==> src/aslpt_pkg.sv <==
package aslpt_pkg;

  // ----------------------------------------------------------------
  // Timing
  // ----------------------------------------------------------------
  localparam int unsigned CLK_HZ = 125_000_000;
  localparam int unsigned FLICKER_HZ = 10;
  localparam int unsigned FLASH_HZ = 2;
  localparam int unsigned ALT_HZ = 5;
  localparam int unsigned BLINK_SEC = 3;
  // Half periods in cycles, for roughly fifty percent duty
  localparam int unsigned FLICKER_HALF = CLK_HZ / (2 * FLICKER_HZ);
  localparam int unsigned FLASH_HALF = CLK_HZ / (2 * FLASH_HZ);
  localparam int unsigned ALT_HALF = CLK_HZ / (2 * ALT_HZ);
  localparam int unsigned BLINK_CYC = CLK_HZ * BLINK_SEC;

  // ----------------------------------------------------------------
  // Register map (all offsets chosen locally)
  // ----------------------------------------------------------------
  localparam logic [7:0] ADDR_CTRL = 8'h00;
  localparam logic [7:0] ADDR_STATUS = 8'h04;
  localparam logic [7:0] ADDR_BAUD = 8'h08;
  localparam logic [7:0] ADDR_SETTLE = 8'h0c;
  localparam logic [7:0] ADDR_STATION = 8'h10;
  localparam logic [7:0] ADDR_LEDS = 8'h14;

  // Control bit positions
  localparam int unsigned CTRL_REQUIRED = 0;
  localparam int unsigned CTRL_DIAG = 1;
  localparam int unsigned CTRL_SYSFAULT = 2;
  localparam int unsigned CTRL_BLINK = 3;
  localparam int unsigned CTRL_RETEST = 4;
  localparam logic [31:0] CTRL_RESET = 32'h0000_0000;

  localparam logic [7:0] DRIVE_ADDRESS = 8'h01;
  localparam logic [1:0] RESP_OKAY = 2'h0;
  localparam logic [1:0] RESP_SLVERR = 2'h2;

  // ----------------------------------------------------------------
  // Types
  // ----------------------------------------------------------------
  typedef enum logic [1:0] {PT_IDLE, PT_PROBE, PT_DONE} aslpt_pt_t;

  typedef struct packed {
    logic link;
    logic activity;
  } aslpt_port_t;

  typedef struct packed {
    logic link_green;
    logic act_yellow;
  } aslpt_port_led_t;

  typedef struct packed {
    logic red;
    logic green;
  } aslpt_bicolour_t;

endpackage

==> src/aslpt_top.sv <==
// Summary of operation
// - Port LEDs: no link both off; link without traffic green on, yellow off.
// - Link with traffic: green on, yellow flickers at 10 Hz.
// - Bus-fault LED off during cyclic data exchange while networked.
// - Bus-fault LED flashes 2 Hz when networked but not exchanging.
// - Bus-fault LED steady on with no network connection.
// - Status-fault LED off when no fault, no diagnostic and no blink window running.
// - Blink request flashes status-fault LED at 2 Hz for 3 s.
// - Status-fault LED steady on for watchdog, system fault or diagnostic.
// - Serial LED alternates red/green at 5 Hz while checking drive link.
// - Serial LED steady red when drive link failed and drive required.
// - Serial LED red and green steady when link works, drive required, but drive errors.
// - Serial LED green flashes 2 Hz: not required, no drive error.
// - Serial LED red+green flash 2 Hz: not required, drive error.
// - Serial LED steady green: link works, required, no drive error.
// - Presence test runs after power-up, serial LED flashing meanwhile.
// - Found drive gets last stored baud rate from nonvolatile memory.
// - Drive message settle delay set to match chosen baud rate.
// - Drive is given fixed station address 1.
// - After test: steady red if no drive, steady green if found, required and error-free.
module aslpt_top #(
  parameter int unsigned NPORTS = 2,
  parameter int unsigned PROBE_CYC = 125_000,
  parameter int unsigned BLINK_CYCLES = aslpt_pkg::BLINK_CYC,
  parameter int unsigned FLASH_HALF_CYC = aslpt_pkg::FLASH_HALF,
  parameter int unsigned FLICKER_HALF_CYC = aslpt_pkg::FLICKER_HALF,
  parameter int unsigned ALT_HALF_CYC = aslpt_pkg::ALT_HALF
) (
  // Clock and reset
  input wire logic aclk,
  input wire logic aresetn,
  // AXI4-Lite write address and data
  input wire logic [7:0] s_axi_awaddr,
  input wire logic s_axi_awvalid,
  output logic s_axi_awready,
  input wire logic [31:0] s_axi_wdata,
  input wire logic [3:0] s_axi_wstrb,
  input wire logic s_axi_wvalid,
  output logic s_axi_wready,
  output logic [1:0] s_axi_bresp,
  output logic s_axi_bvalid,
  input wire logic s_axi_bready,
  // AXI4-Lite read
  input wire logic [7:0] s_axi_araddr,
  input wire logic s_axi_arvalid,
  output logic s_axi_arready,
  output logic [31:0] s_axi_rdata,
  output logic [1:0] s_axi_rresp,
  output logic s_axi_rvalid,
  input wire logic s_axi_rready,
  // Network state
  input wire aslpt_pkg::aslpt_port_t [NPORTS-1:0] network_port_pair,
  input wire logic net_connected,
  input wire logic cyclic_exchange,
  input wire logic watchdog_timeout,
  input wire logic blink_request,
  // Drive state
  input wire logic drive_responds,
  input wire logic drive_error,
  input wire logic [31:0] nv_baud_rate,
  // Drive configuration outputs
  output logic [31:0] drive_baud_rate,
  output logic [15:0] message_settle_delay,
  output logic [7:0] drive_station_addr,
  output logic drive_config_valid,
  // LEDs
  output aslpt_pkg::aslpt_port_led_t [NPORTS-1:0] port_led,
  output logic bus_fault_indicator,
  output logic status_fault_indicator,
  output aslpt_pkg::aslpt_bicolour_t serial_led
);

  // ----------------------------------------------------------------
  // Helpers
  // ----------------------------------------------------------------
  // Settle delay: about 3.5 characters of 11 bits, in microseconds
  function automatic logic [15:0] settle_for(input logic [31:0] baud);
    logic [31:0] b;
    // A zero rate would divide by zero, so it is taken as one
    b = (baud == 32'h0) ? 32'h1 : baud;
    settle_for = 16'((32'd38_500_000 / b) + 32'h1);
  endfunction

  // Half-period prescaler step
  function automatic logic [31:0] nxt(input logic [31:0] c, input int unsigned h);
    nxt = (c >= 32'(h - 1)) ? 32'h0 : c + 32'h1;
  endfunction

  // ----------------------------------------------------------------
  // Rate generators
  // ----------------------------------------------------------------
  // Prescaler counters and the toggles they drive
  logic [31:0] flash_cnt_q, flick_cnt_q, alt_cnt_q;
  logic flash_q, flick_q, alt_q;

  // Free-running toggles, each starting in the off phase
  always_ff @(posedge aclk)
  begin
    if (!aresetn)
    begin
      flash_cnt_q <= 32'h0;
      flick_cnt_q <= 32'h0;
      alt_cnt_q <= 32'h0;
      flash_q <= 1'b0;
      flick_q <= 1'b0;
      alt_q <= 1'b0;
    end
    else
    begin
      flash_cnt_q <= nxt(flash_cnt_q, FLASH_HALF_CYC);
      flick_cnt_q <= nxt(flick_cnt_q, FLICKER_HALF_CYC);
      alt_cnt_q <= nxt(alt_cnt_q, ALT_HALF_CYC);
      if (flash_cnt_q >= 32'(FLASH_HALF_CYC - 1))
        flash_q <= ~flash_q;
      if (flick_cnt_q >= 32'(FLICKER_HALF_CYC - 1))
        flick_q <= ~flick_q;
      if (alt_cnt_q >= 32'(ALT_HALF_CYC - 1))
        alt_q <= ~alt_q;
    end
  end

  // ----------------------------------------------------------------
  // Register bus
  // ----------------------------------------------------------------
  logic [31:0] ctrl_q;
  logic aw_have_q, w_have_q;
  logic [7:0] aw_addr_q;
  logic [31:0] w_data_q;
  logic [3:0] w_strb_q;
  logic retest_pulse;

  // One write in flight; channels stall until its response is taken
  assign s_axi_awready = !aw_have_q && !s_axi_bvalid;
  assign s_axi_wready = !w_have_q && !s_axi_bvalid;
  assign s_axi_arready = !s_axi_rvalid;
  wire do_write = aw_have_q && w_have_q && !s_axi_bvalid;
  wire wr_ctrl = do_write && (aw_addr_q == aslpt_pkg::ADDR_CTRL);
  assign retest_pulse = wr_ctrl && w_strb_q[0] && w_data_q[aslpt_pkg::CTRL_RETEST];

  // Write path; address and data may arrive in either order
  always_ff @(posedge aclk)
  begin
    if (!aresetn)
    begin
      aw_have_q <= 1'b0;
      w_have_q <= 1'b0;
      aw_addr_q <= 8'h0;
      w_data_q <= 32'h0;
      w_strb_q <= 4'h0;
      s_axi_bvalid <= 1'b0;
      s_axi_bresp <= aslpt_pkg::RESP_OKAY;
      ctrl_q <= aslpt_pkg::CTRL_RESET;
    end
    else
    begin
      if (s_axi_awvalid && s_axi_awready)
      begin
        aw_have_q <= 1'b1;
        aw_addr_q <= s_axi_awaddr;
      end
      if (s_axi_wvalid && s_axi_wready)
      begin
        w_have_q <= 1'b1;
        w_data_q <= s_axi_wdata;
        w_strb_q <= s_axi_wstrb;
      end
      if (do_write)
      begin
        aw_have_q <= 1'b0;
        w_have_q <= 1'b0;
        s_axi_bvalid <= 1'b1;
        s_axi_bresp <= (aw_addr_q == aslpt_pkg::ADDR_CTRL) ? aslpt_pkg::RESP_OKAY
                                                           : aslpt_pkg::RESP_SLVERR;
        if (wr_ctrl && w_strb_q[0])
          ctrl_q[3:0] <= w_data_q[3:0]; // Retest bit self-clears
      end
      else if (s_axi_bvalid && s_axi_bready)
        s_axi_bvalid <= 1'b0;
    end
  end

  // ----------------------------------------------------------------
  // Presence test
  // ----------------------------------------------------------------
  aslpt_pkg::aslpt_pt_t pt_q;
  logic [31:0] pt_cnt_q;
  logic found_q;

  // Starts from reset or on software request, waits for the drive
  always_ff @(posedge aclk)
  begin
    if (!aresetn)
    begin
      pt_q <= aslpt_pkg::PT_IDLE;
      pt_cnt_q <= 32'h0;
      found_q <= 1'b0;
      drive_baud_rate <= 32'h0;
      message_settle_delay <= 16'h0;
      drive_station_addr <= 8'h0;
      drive_config_valid <= 1'b0;
    end
    else
    begin
      unique case (pt_q)
        aslpt_pkg::PT_IDLE:
        begin
          pt_q <= aslpt_pkg::PT_PROBE;
          pt_cnt_q <= 32'h0;
          found_q <= 1'b0;
          drive_config_valid <= 1'b0;
        end
        aslpt_pkg::PT_PROBE:
        begin
          // A drive answer ends the probe early; silence ends it on timeout
          pt_cnt_q <= pt_cnt_q + 32'h1;
          if (drive_responds)
          begin
            found_q <= 1'b1;
            drive_baud_rate <= nv_baud_rate;
            message_settle_delay <= settle_for(nv_baud_rate);
            drive_station_addr <= aslpt_pkg::DRIVE_ADDRESS;
            drive_config_valid <= 1'b1;
            pt_q <= aslpt_pkg::PT_DONE;
          end
          else if (pt_cnt_q >= 32'(PROBE_CYC - 1))
            pt_q <= aslpt_pkg::PT_DONE;
        end
        aslpt_pkg::PT_DONE:
        begin
          if (retest_pulse)
            pt_q <= aslpt_pkg::PT_IDLE;
        end
        default: pt_q <= aslpt_pkg::PT_IDLE;
      endcase
    end
  end

  // ----------------------------------------------------------------
  // Blink service timer
  // ----------------------------------------------------------------
  logic [31:0] blink_cnt_q;
  wire blinking = blink_cnt_q != 32'h0;
  // A start follows the written bit, not the stored one, so a write of 1
  // starts the window at once and a later write of 0 does not restart it
  wire blink_wr = wr_ctrl && w_strb_q[0] && w_data_q[aslpt_pkg::CTRL_BLINK];

  // Request restarts the 3 s window; a start beats the countdown
  always_ff @(posedge aclk)
  begin
    if (!aresetn)
      blink_cnt_q <= 32'h0;
    else if (blink_request || blink_wr)
      blink_cnt_q <= 32'(BLINK_CYCLES);
    else if (blinking)
      blink_cnt_q <= blink_cnt_q - 32'h1;
  end

  // ----------------------------------------------------------------
  // LED decode
  // ----------------------------------------------------------------
  // Required flag and the fault sources that light the status LED
  wire required = ctrl_q[aslpt_pkg::CTRL_REQUIRED];
  wire fault = watchdog_timeout || ctrl_q[aslpt_pkg::CTRL_SYSFAULT]
               || ctrl_q[aslpt_pkg::CTRL_DIAG];
  aslpt_pkg::aslpt_port_led_t [NPORTS-1:0] port_d;
  logic bf_d, sf_d;
  aslpt_pkg::aslpt_bicolour_t ser_d;

  // Port link and activity
  always_comb
  begin
    for (int i = 0; i < NPORTS; i++)
    begin
      port_d[i].link_green = network_port_pair[i].link;
      port_d[i].act_yellow = network_port_pair[i].link
                             && network_port_pair[i].activity && flick_q;
    end
  end

  // Bus fault and status fault
  assign bf_d = !net_connected ? 1'b1
              : cyclic_exchange ? 1'b0
              : flash_q;
  assign sf_d = fault ? 1'b1
              : blinking ? flash_q
              : 1'b0;

  // Serial-link bicolour LED
  always_comb
  begin
    ser_d = '{red: 1'b0, green: 1'b0};
    if (pt_q != aslpt_pkg::PT_DONE)
      ser_d = '{red: alt_q, green: !alt_q};
    else if (!found_q)
      ser_d = '{red: 1'b1, green: 1'b0};
    else if (!drive_responds)
    begin
      // A drive lost after the test only shows if it is required
      if (required)
        ser_d = '{red: 1'b1, green: 1'b0};
      else
        ser_d = '{red: 1'b0, green: 1'b0};
    end
    else if (!required)
      ser_d = '{red: drive_error && flash_q, green: flash_q};
    else if (drive_error)
      ser_d = '{red: 1'b1, green: 1'b1};
    else
      ser_d = '{red: 1'b0, green: 1'b1};
  end

  // LED output registers
  always_ff @(posedge aclk)
  begin
    if (!aresetn)
    begin
      port_led <= '0;
      bus_fault_indicator <= 1'b0;
      status_fault_indicator <= 1'b0;
      serial_led <= '0;
    end
    else
    begin
      port_led <= port_d;
      bus_fault_indicator <= bf_d;
      status_fault_indicator <= sf_d;
      serial_led <= ser_d;
    end
  end

  // ----------------------------------------------------------------
  // Read path
  // ----------------------------------------------------------------
  logic [31:0] rd_mux;
  logic rd_ok;
  // Register select; unmapped offsets answer with an error and zero
  always_comb
  begin
    rd_ok = 1'b1;
    unique case (s_axi_araddr)
      aslpt_pkg::ADDR_CTRL: rd_mux = {28'h0, ctrl_q[3:0]};
      aslpt_pkg::ADDR_STATUS: rd_mux = {26'h0, drive_error, drive_responds,
                                        found_q, drive_config_valid, pt_q};
      aslpt_pkg::ADDR_BAUD: rd_mux = drive_baud_rate;
      aslpt_pkg::ADDR_SETTLE: rd_mux = {16'h0, message_settle_delay};
      aslpt_pkg::ADDR_STATION: rd_mux = {24'h0, drive_station_addr};
      aslpt_pkg::ADDR_LEDS: rd_mux = {26'h0, serial_led, bus_fault_indicator,
                                      status_fault_indicator, blinking, required};
      default:
      begin
        rd_mux = 32'h0;
        rd_ok = 1'b0;
      end
    endcase
  end

  // Read answer one cycle after the address is taken
  always_ff @(posedge aclk)
  begin
    if (!aresetn)
    begin
      s_axi_rvalid <= 1'b0;
      s_axi_rdata <= 32'h0;
      s_axi_rresp <= aslpt_pkg::RESP_OKAY;
    end
    else if (s_axi_arvalid && s_axi_arready)
    begin
      s_axi_rvalid <= 1'b1;
      s_axi_rdata <= rd_mux;
      s_axi_rresp <= rd_ok ? aslpt_pkg::RESP_OKAY : aslpt_pkg::RESP_SLVERR;
    end
    else if (s_axi_rvalid && s_axi_rready)
      s_axi_rvalid <= 1'b0;
  end

endmodule

==> config.mk <==
export PLATFORM = sky130hd
export DESIGN_NAME = aslpt_top
export DESIGN_NICKNAME = d
export VERILOG_FILES = /design/src/aslpt_pkg.sv /design/src/aslpt_top.sv
export SDC_FILE = /design/constraint.sdc
export NUM_CORES = 2
export LEC_CHECK = 0
export BUFFER_PORTS_ARGS = -buffer_cell sky130_fd_sc_hd__buf_2
export CAP_MARGIN = 20
export CORE_MARGIN = 2
export CORE_UTILIZATION = 35
export CTS_BUF_LIST = sky130_fd_sc_hd__clkbuf_4 sky130_fd_sc_hd__clkbuf_8
export CTS_CLUSTER_DIAMETER = 120
export DETAILED_ROUTE_END_ITERATION = 8
export PLACE_DENSITY_LB_ADDON = 0.12
export SYNTH_ARGS = -nofsm -noshare
export SYNTH_HDL_FRONTEND = slang
export SYNTH_SLANG_ARGS = --single-unit
==> constraint.sdc <==
create_clock -name aclk -period 126.3 [get_ports aclk]
set_input_delay 25.26 -clock aclk [delete_from_list [all_inputs] [get_ports aclk]]
set_output_delay 25.26 -clock aclk [all_outputs]
set_load 0.1 [all_outputs]
Word level (Yosys, flattened, before mapping)
Cells that the tools add are included.

$add $sub $neg: 6. Divide/modulo/power cells: 1. Magnitude comparators: 4. Eq/ne operators: 11. Multiplexer cells: 28. Bitwise logic cells: 4. Reduce and logical (&&, ||, !) cells: 45.

Operators with widths (count): one-hot mux 32 bit (6 select lines) (1); adder 32 x 1 -> 32 bit, second input constant (4); one-hot mux 32 bit (2 select lines) (1); two-way mux 29 bit (2); divider 26 x 32 -> 32 bit, first input constant (1); >= comparator 32 x 17 -> 1 bit, second input constant (1); >= comparator 32 x 23 -> 1 bit, second input constant (1); >= comparator 32 x 24 -> 1 bit, second input constant (1); >= comparator 32 x 25 -> 1 bit, second input constant (1); logical NOT 32 bit (1); two-way mux 32 bit (1); nonzero test 32 bit (1); subtractor 32 x 1 -> 32 bit, second input constant (1); two-way mux 2 bit (11); logical AND 1 bit (18); adder 16 x 1 -> 16 bit, second input constant (1); equality test 8 x 4 -> 1 bit, second input constant (2); equality test 8 x 5 -> 1 bit, second input constant (2); logical NOT 8 bit (2); two-way mux 1 bit (10); OR reduction 2 bit (5); equality test 8 x 3 -> 1 bit, second input constant (1); AND reduction 2 bit (4); nonzero test 2 bit (4); 11 further kinds (22).

Bits in registers: 281. Bits of input ports: 101. Output and inout bits: 106. Logic and storage cells: 132.

Depth between registers and ports, before layout
Depth after elaboration: 7. Depth in mapped cells: 360. Depth with buffers taken out: 320.

Worst setup path before layout
No wires, ideal clock.

Kind: input to register. Start: input port nv_baud_rate[31]. End: register message_settle_delay[6]. Library setup time: 0.086 ns. Arrival: 94.876 ns. Slack: 31.338 ns. Cell stages on the path: 310. Path buffers: 58. Cells stage by stage: or4_1 buf_2 nor4_4 nand4_2 buf_2 o21ai_0 mux2i_1 o21ai_0 ha_1 a21oi_1 nor2b_1 a211oi_1 nor2b_1 and2_1 or2_2 ha_1 nand2_1 a21oi_1 [... 274 more ...] clkbuf_1 mux2_2 ha_1 a21o_1 a21o_1 a21o_1 a21o_1 a21o_1 a21o_1 a21o_1 a2111oi_0 o21ai_0 a21o_1 ha_1 nand2_1 nor3_1 xnor2_1 a211oi_1.

Cells in the longest elaborated chain, start to end: 4.

Ends and longest elaborated chain: start: declaration (line aslpt_top.sv:60) `input wire logic [31:0] nv_baud_rate,`; logical NOT 32 bit (line aslpt_top.sv:80) `b = (baud == 32'h0) ? 32'h1 : baud;`; two-way mux 32 bit * (line aslpt_top.sv:80); divider 26 x 32 -> 32 bit * (line aslpt_top.sv:81) `settle_for = 16'((32'd38_500_000 / b) + 32'h1);`; adder 16 x 1 -> 16 bit * (line aslpt_top.sv:81); end signal: assignment (line aslpt_top.sv:220) `message_settle_delay <= settle_for(nv_baud_rate);`; end: declaration (line aslpt_top.sv:63) `output logic [15:0] message_settle_delay,`.

Mark *: on every way between the ends. The rest lies on a longest branch, timed or not. A chain may end at the register's enable or synchronous reset.

Worst setup path in the final report
Start: input port nv_baud_rate[19]. End: register message_settle_delay[12].

The elaborated chain is that of the path after synthesis.

==> impl_metrics.ini <==
[floorplan]
core-area_um2 = 129600
fp.dieH_um = 365.6
rows = 132
start_util_pct = 35.29
ios = 207
dieArea_um2 = 133600
die_w_um = 365.6

[timing]
maxSlewHeadroom_pct = 24.86
drv_slew = 0
skew_ns = 0.02967
hold_viol = 0
finalSetupTns_ns = 0
fin_crit_sh_pct = 86.98
worst_pin_slew_ns = 1.115
period_needed_ns = 109.86
setup-violations-final = 0
worst_slack_ns = 16.44
rsz0062_at_grt = false
fmax_mhz = 9.103

[synth]
synth_seq_area_share_pct = 12.21
synth.distinct_cells = 103
synth-edff-count = 0
syn_inst = 6554
synth_area_um2 = 45750
avgSynthCellArea_um2 = 6.981
async_flop_share_pct = 0
ys_ff_latch = 279
yosys_warnings = 0
synth_ff_type = dfxtp_1

[critical_path]
start_kind = input port
cp_slowest_stage_delay_ns = 0.87
path_max_fanout = 45
arrival_ns = 110.35
worstSetupPathType = in -> reg
crit_path_end_kind = register
required_ns = 126.79
slowest_stage = o32ai_1

[finish]
layout.nets = 7274
fin_area_um2 = 49920
mostFrequentLayoutCell = nor2_1
drive_gt1_share_pct = 9.381
fillers = 13890
fin_cells = 8450
area_growth_pct = 9.117
final_cell_mix = nor2_1, nand2_1, a21oi_1, ha_1, o21ai_0

[min_path]
hold_path_class = reg -> reg

[pwr]
p_sw_mw = 0.1156
irDropWorstVdd_mv = 0.007017
p_clk_share_pct = 29.5
seq_power_share_pct = 32.5
swShare_pct = 40.23
pwr-share-comb_pct = 38.1
power_leakage_nw = 21.40
internal_power_mw = 0.1718
powerDensity_nw_per_um2 = 5.758

[global_routing]
antenna_found_initial = 11
grt_pass1_wl_um = 302600
track_usage_pct = 29.62
grt_pass1_vias = 47250
grt_overflow = 0
grt_max_degree = 86

[cts]
insertion_delay_ns = 0.63
cts_tree = built
root_buffer = clkbuf_8
ctsResizeCount = 0
cts_buffer_depth = 3
cts-htree-levels = 2
clkSinkCount = 279
cts_made_buffers = 47
postCtsSetupRepairBufs = 0
clkTransAtPathRegs_ns = 0.06
hold_buffers = 0

[place]
placed_cell_area_um2 = 48890
pre_cts_ws_ns = 17.80
place.gp.congestion = 0.9854
portBuffers = 167
hpwl_um = 160000
place_inst = 8361

[drt]
num_vias = 51590
drt_iter0_drc = 5400
vias_per_cell = 6.105
routed_wl_um = 206500
drc = 0
detail-route-antenna-nets = 0
routedWlPerCell_um = 24.44
drt_pass1_iterations = 6

[flow_run]
maxCapViolations = 0

[status]
status = finished clean
## area by class of cell
class	instances	area, um^2	share of cell area (%)
inverter	211	794.5	1.591
timing repair buffer	284	1728	3.461
tap	1742	2180	4.366
clock buffer	74	905.9	1.814
clock inverter	7	60.06	0.1203
multi-input combinational	5850	38660	77.44
sequential	279	5585	11.19
antenna	3	7.507	0.01504
## logic make-up after synthesis
family | count (synthesis) | share of synthesized area (%)
xor+xnor | 469 | 8.978
simple gates | 2552 | 26.52
buf+inv | 458 | 3.891
flops | 279 | 12.21
other cells | 1 | 0.008196
mux | 138 | 3.268
compound gates | 2157 | 31.45
fa+ha+maj | 500 | 13.67
## Yosys cell counts (82+ instances only)
library cell | instances | area share [%]
dfxtp_1 | 279 | 12
o21ai_0 | 385 | 4.2
nand3_1 | 186 | 2.0
nor3_1 | 185 | 2.0
xnor2_1 | 279 | 5.3
clkbuf_1 | 185 | 1.5
nand2_1 | 684 | 5.6
nor2_1 | 775 | 6.4
inv_1 | 210 | 1.7
nand2b_1 | 82 | 1.1
xor2_1 | 190 | 3.6
a21oi_1 | 563 | 6.2
ha_1 | 500 | 14
a21o_1 | 200 | 3.3
or3_1 | 86 | 1.2
and3_1 | 84 | 1.1
mux2_2 | 90 | 2.2
o21a_1 | 136 | 2.2
a31oi_1 | 118 | 1.6
## power by group through the flow
stage,clock network [mW],logic [mW],registers (mW)
final,0.0847,0.109,0.0934
after global routing,0.0913,0.118,0.0936
after CTS,0.0880,0.107,0.0934
after detailed placement,0,0.106,0.0953
after global placement,0,0.106,0.0952
after floorplan,0,0.0688,0.103
## state kept, by name, indices dropped and copies added, names as in the netlist, 2 cells and up
name,flops
aw_addr_q,8
pt_q,2
flash_cnt_q,32
blink_cnt_q,32
flick_cnt_q,32
serial_led,2
port_led,4
alt_cnt_q,32
message_settle_delay,16
pt_cnt_q,32
drive_baud_rate,32
w_data_q,5
ctrl_q,4
s_axi_rdata,32
## metrics by stage
stage	hold slack, ns	power (mW)	util (%)
2_1_floorplan	0.4130	0.1719	-
3_3_place_gp	0.4336	0.2013	37.70
3_5_place_dp	0.4333	0.2016	37.71
4_1_cts	0.4505	0.2883	38.46
5_1_grt	0.4599	0.3028	38.50
6_report	0.4428	0.2874	38.51
## metal layers
metal | track usage (%) | wire length (um) | share of wire (%) | up-vias
met5 | 0 | 55 | 0.027 | -
met1 | 40.13 | 90500 | 44 | 24340
li1 | - | - | - | 24570
met2 | 46.94 | 89350 | 43 | 2205
met3 | 4.088 | 16380 | 7.9 | 465
met4 | 12.16 | 10190 | 4.9 | 8
## path summary, 6_finish.rpt
path                                        from                  endpoint  slack [ns]  depth (start not counted)
worst max register to register    blink_cnt_q[6]           blink_cnt_q[25]      123.04                         10
worst max-delay path            nv_baud_rate[19]  message_settle_delay[12]       16.44                        294
worst min register to register    flash_cnt_q[0]            flash_cnt_q[0]        0.44                          1
worst min-delay path              flash_cnt_q[0]            flash_cnt_q[0]        0.44                          1
## worst max-delay path: cells and delay by family
family                     cells  cell delay, ns
buffers and inverters         27            6.41
adders and majority gates     30           10.75
and+or+nand+nor               78           19.81
muxes                          6            2.41
xor gates and xnor gates       1            0.10
AOI/OAI and AO/OA            152           45.16
(Power assumes the default switching activity.)
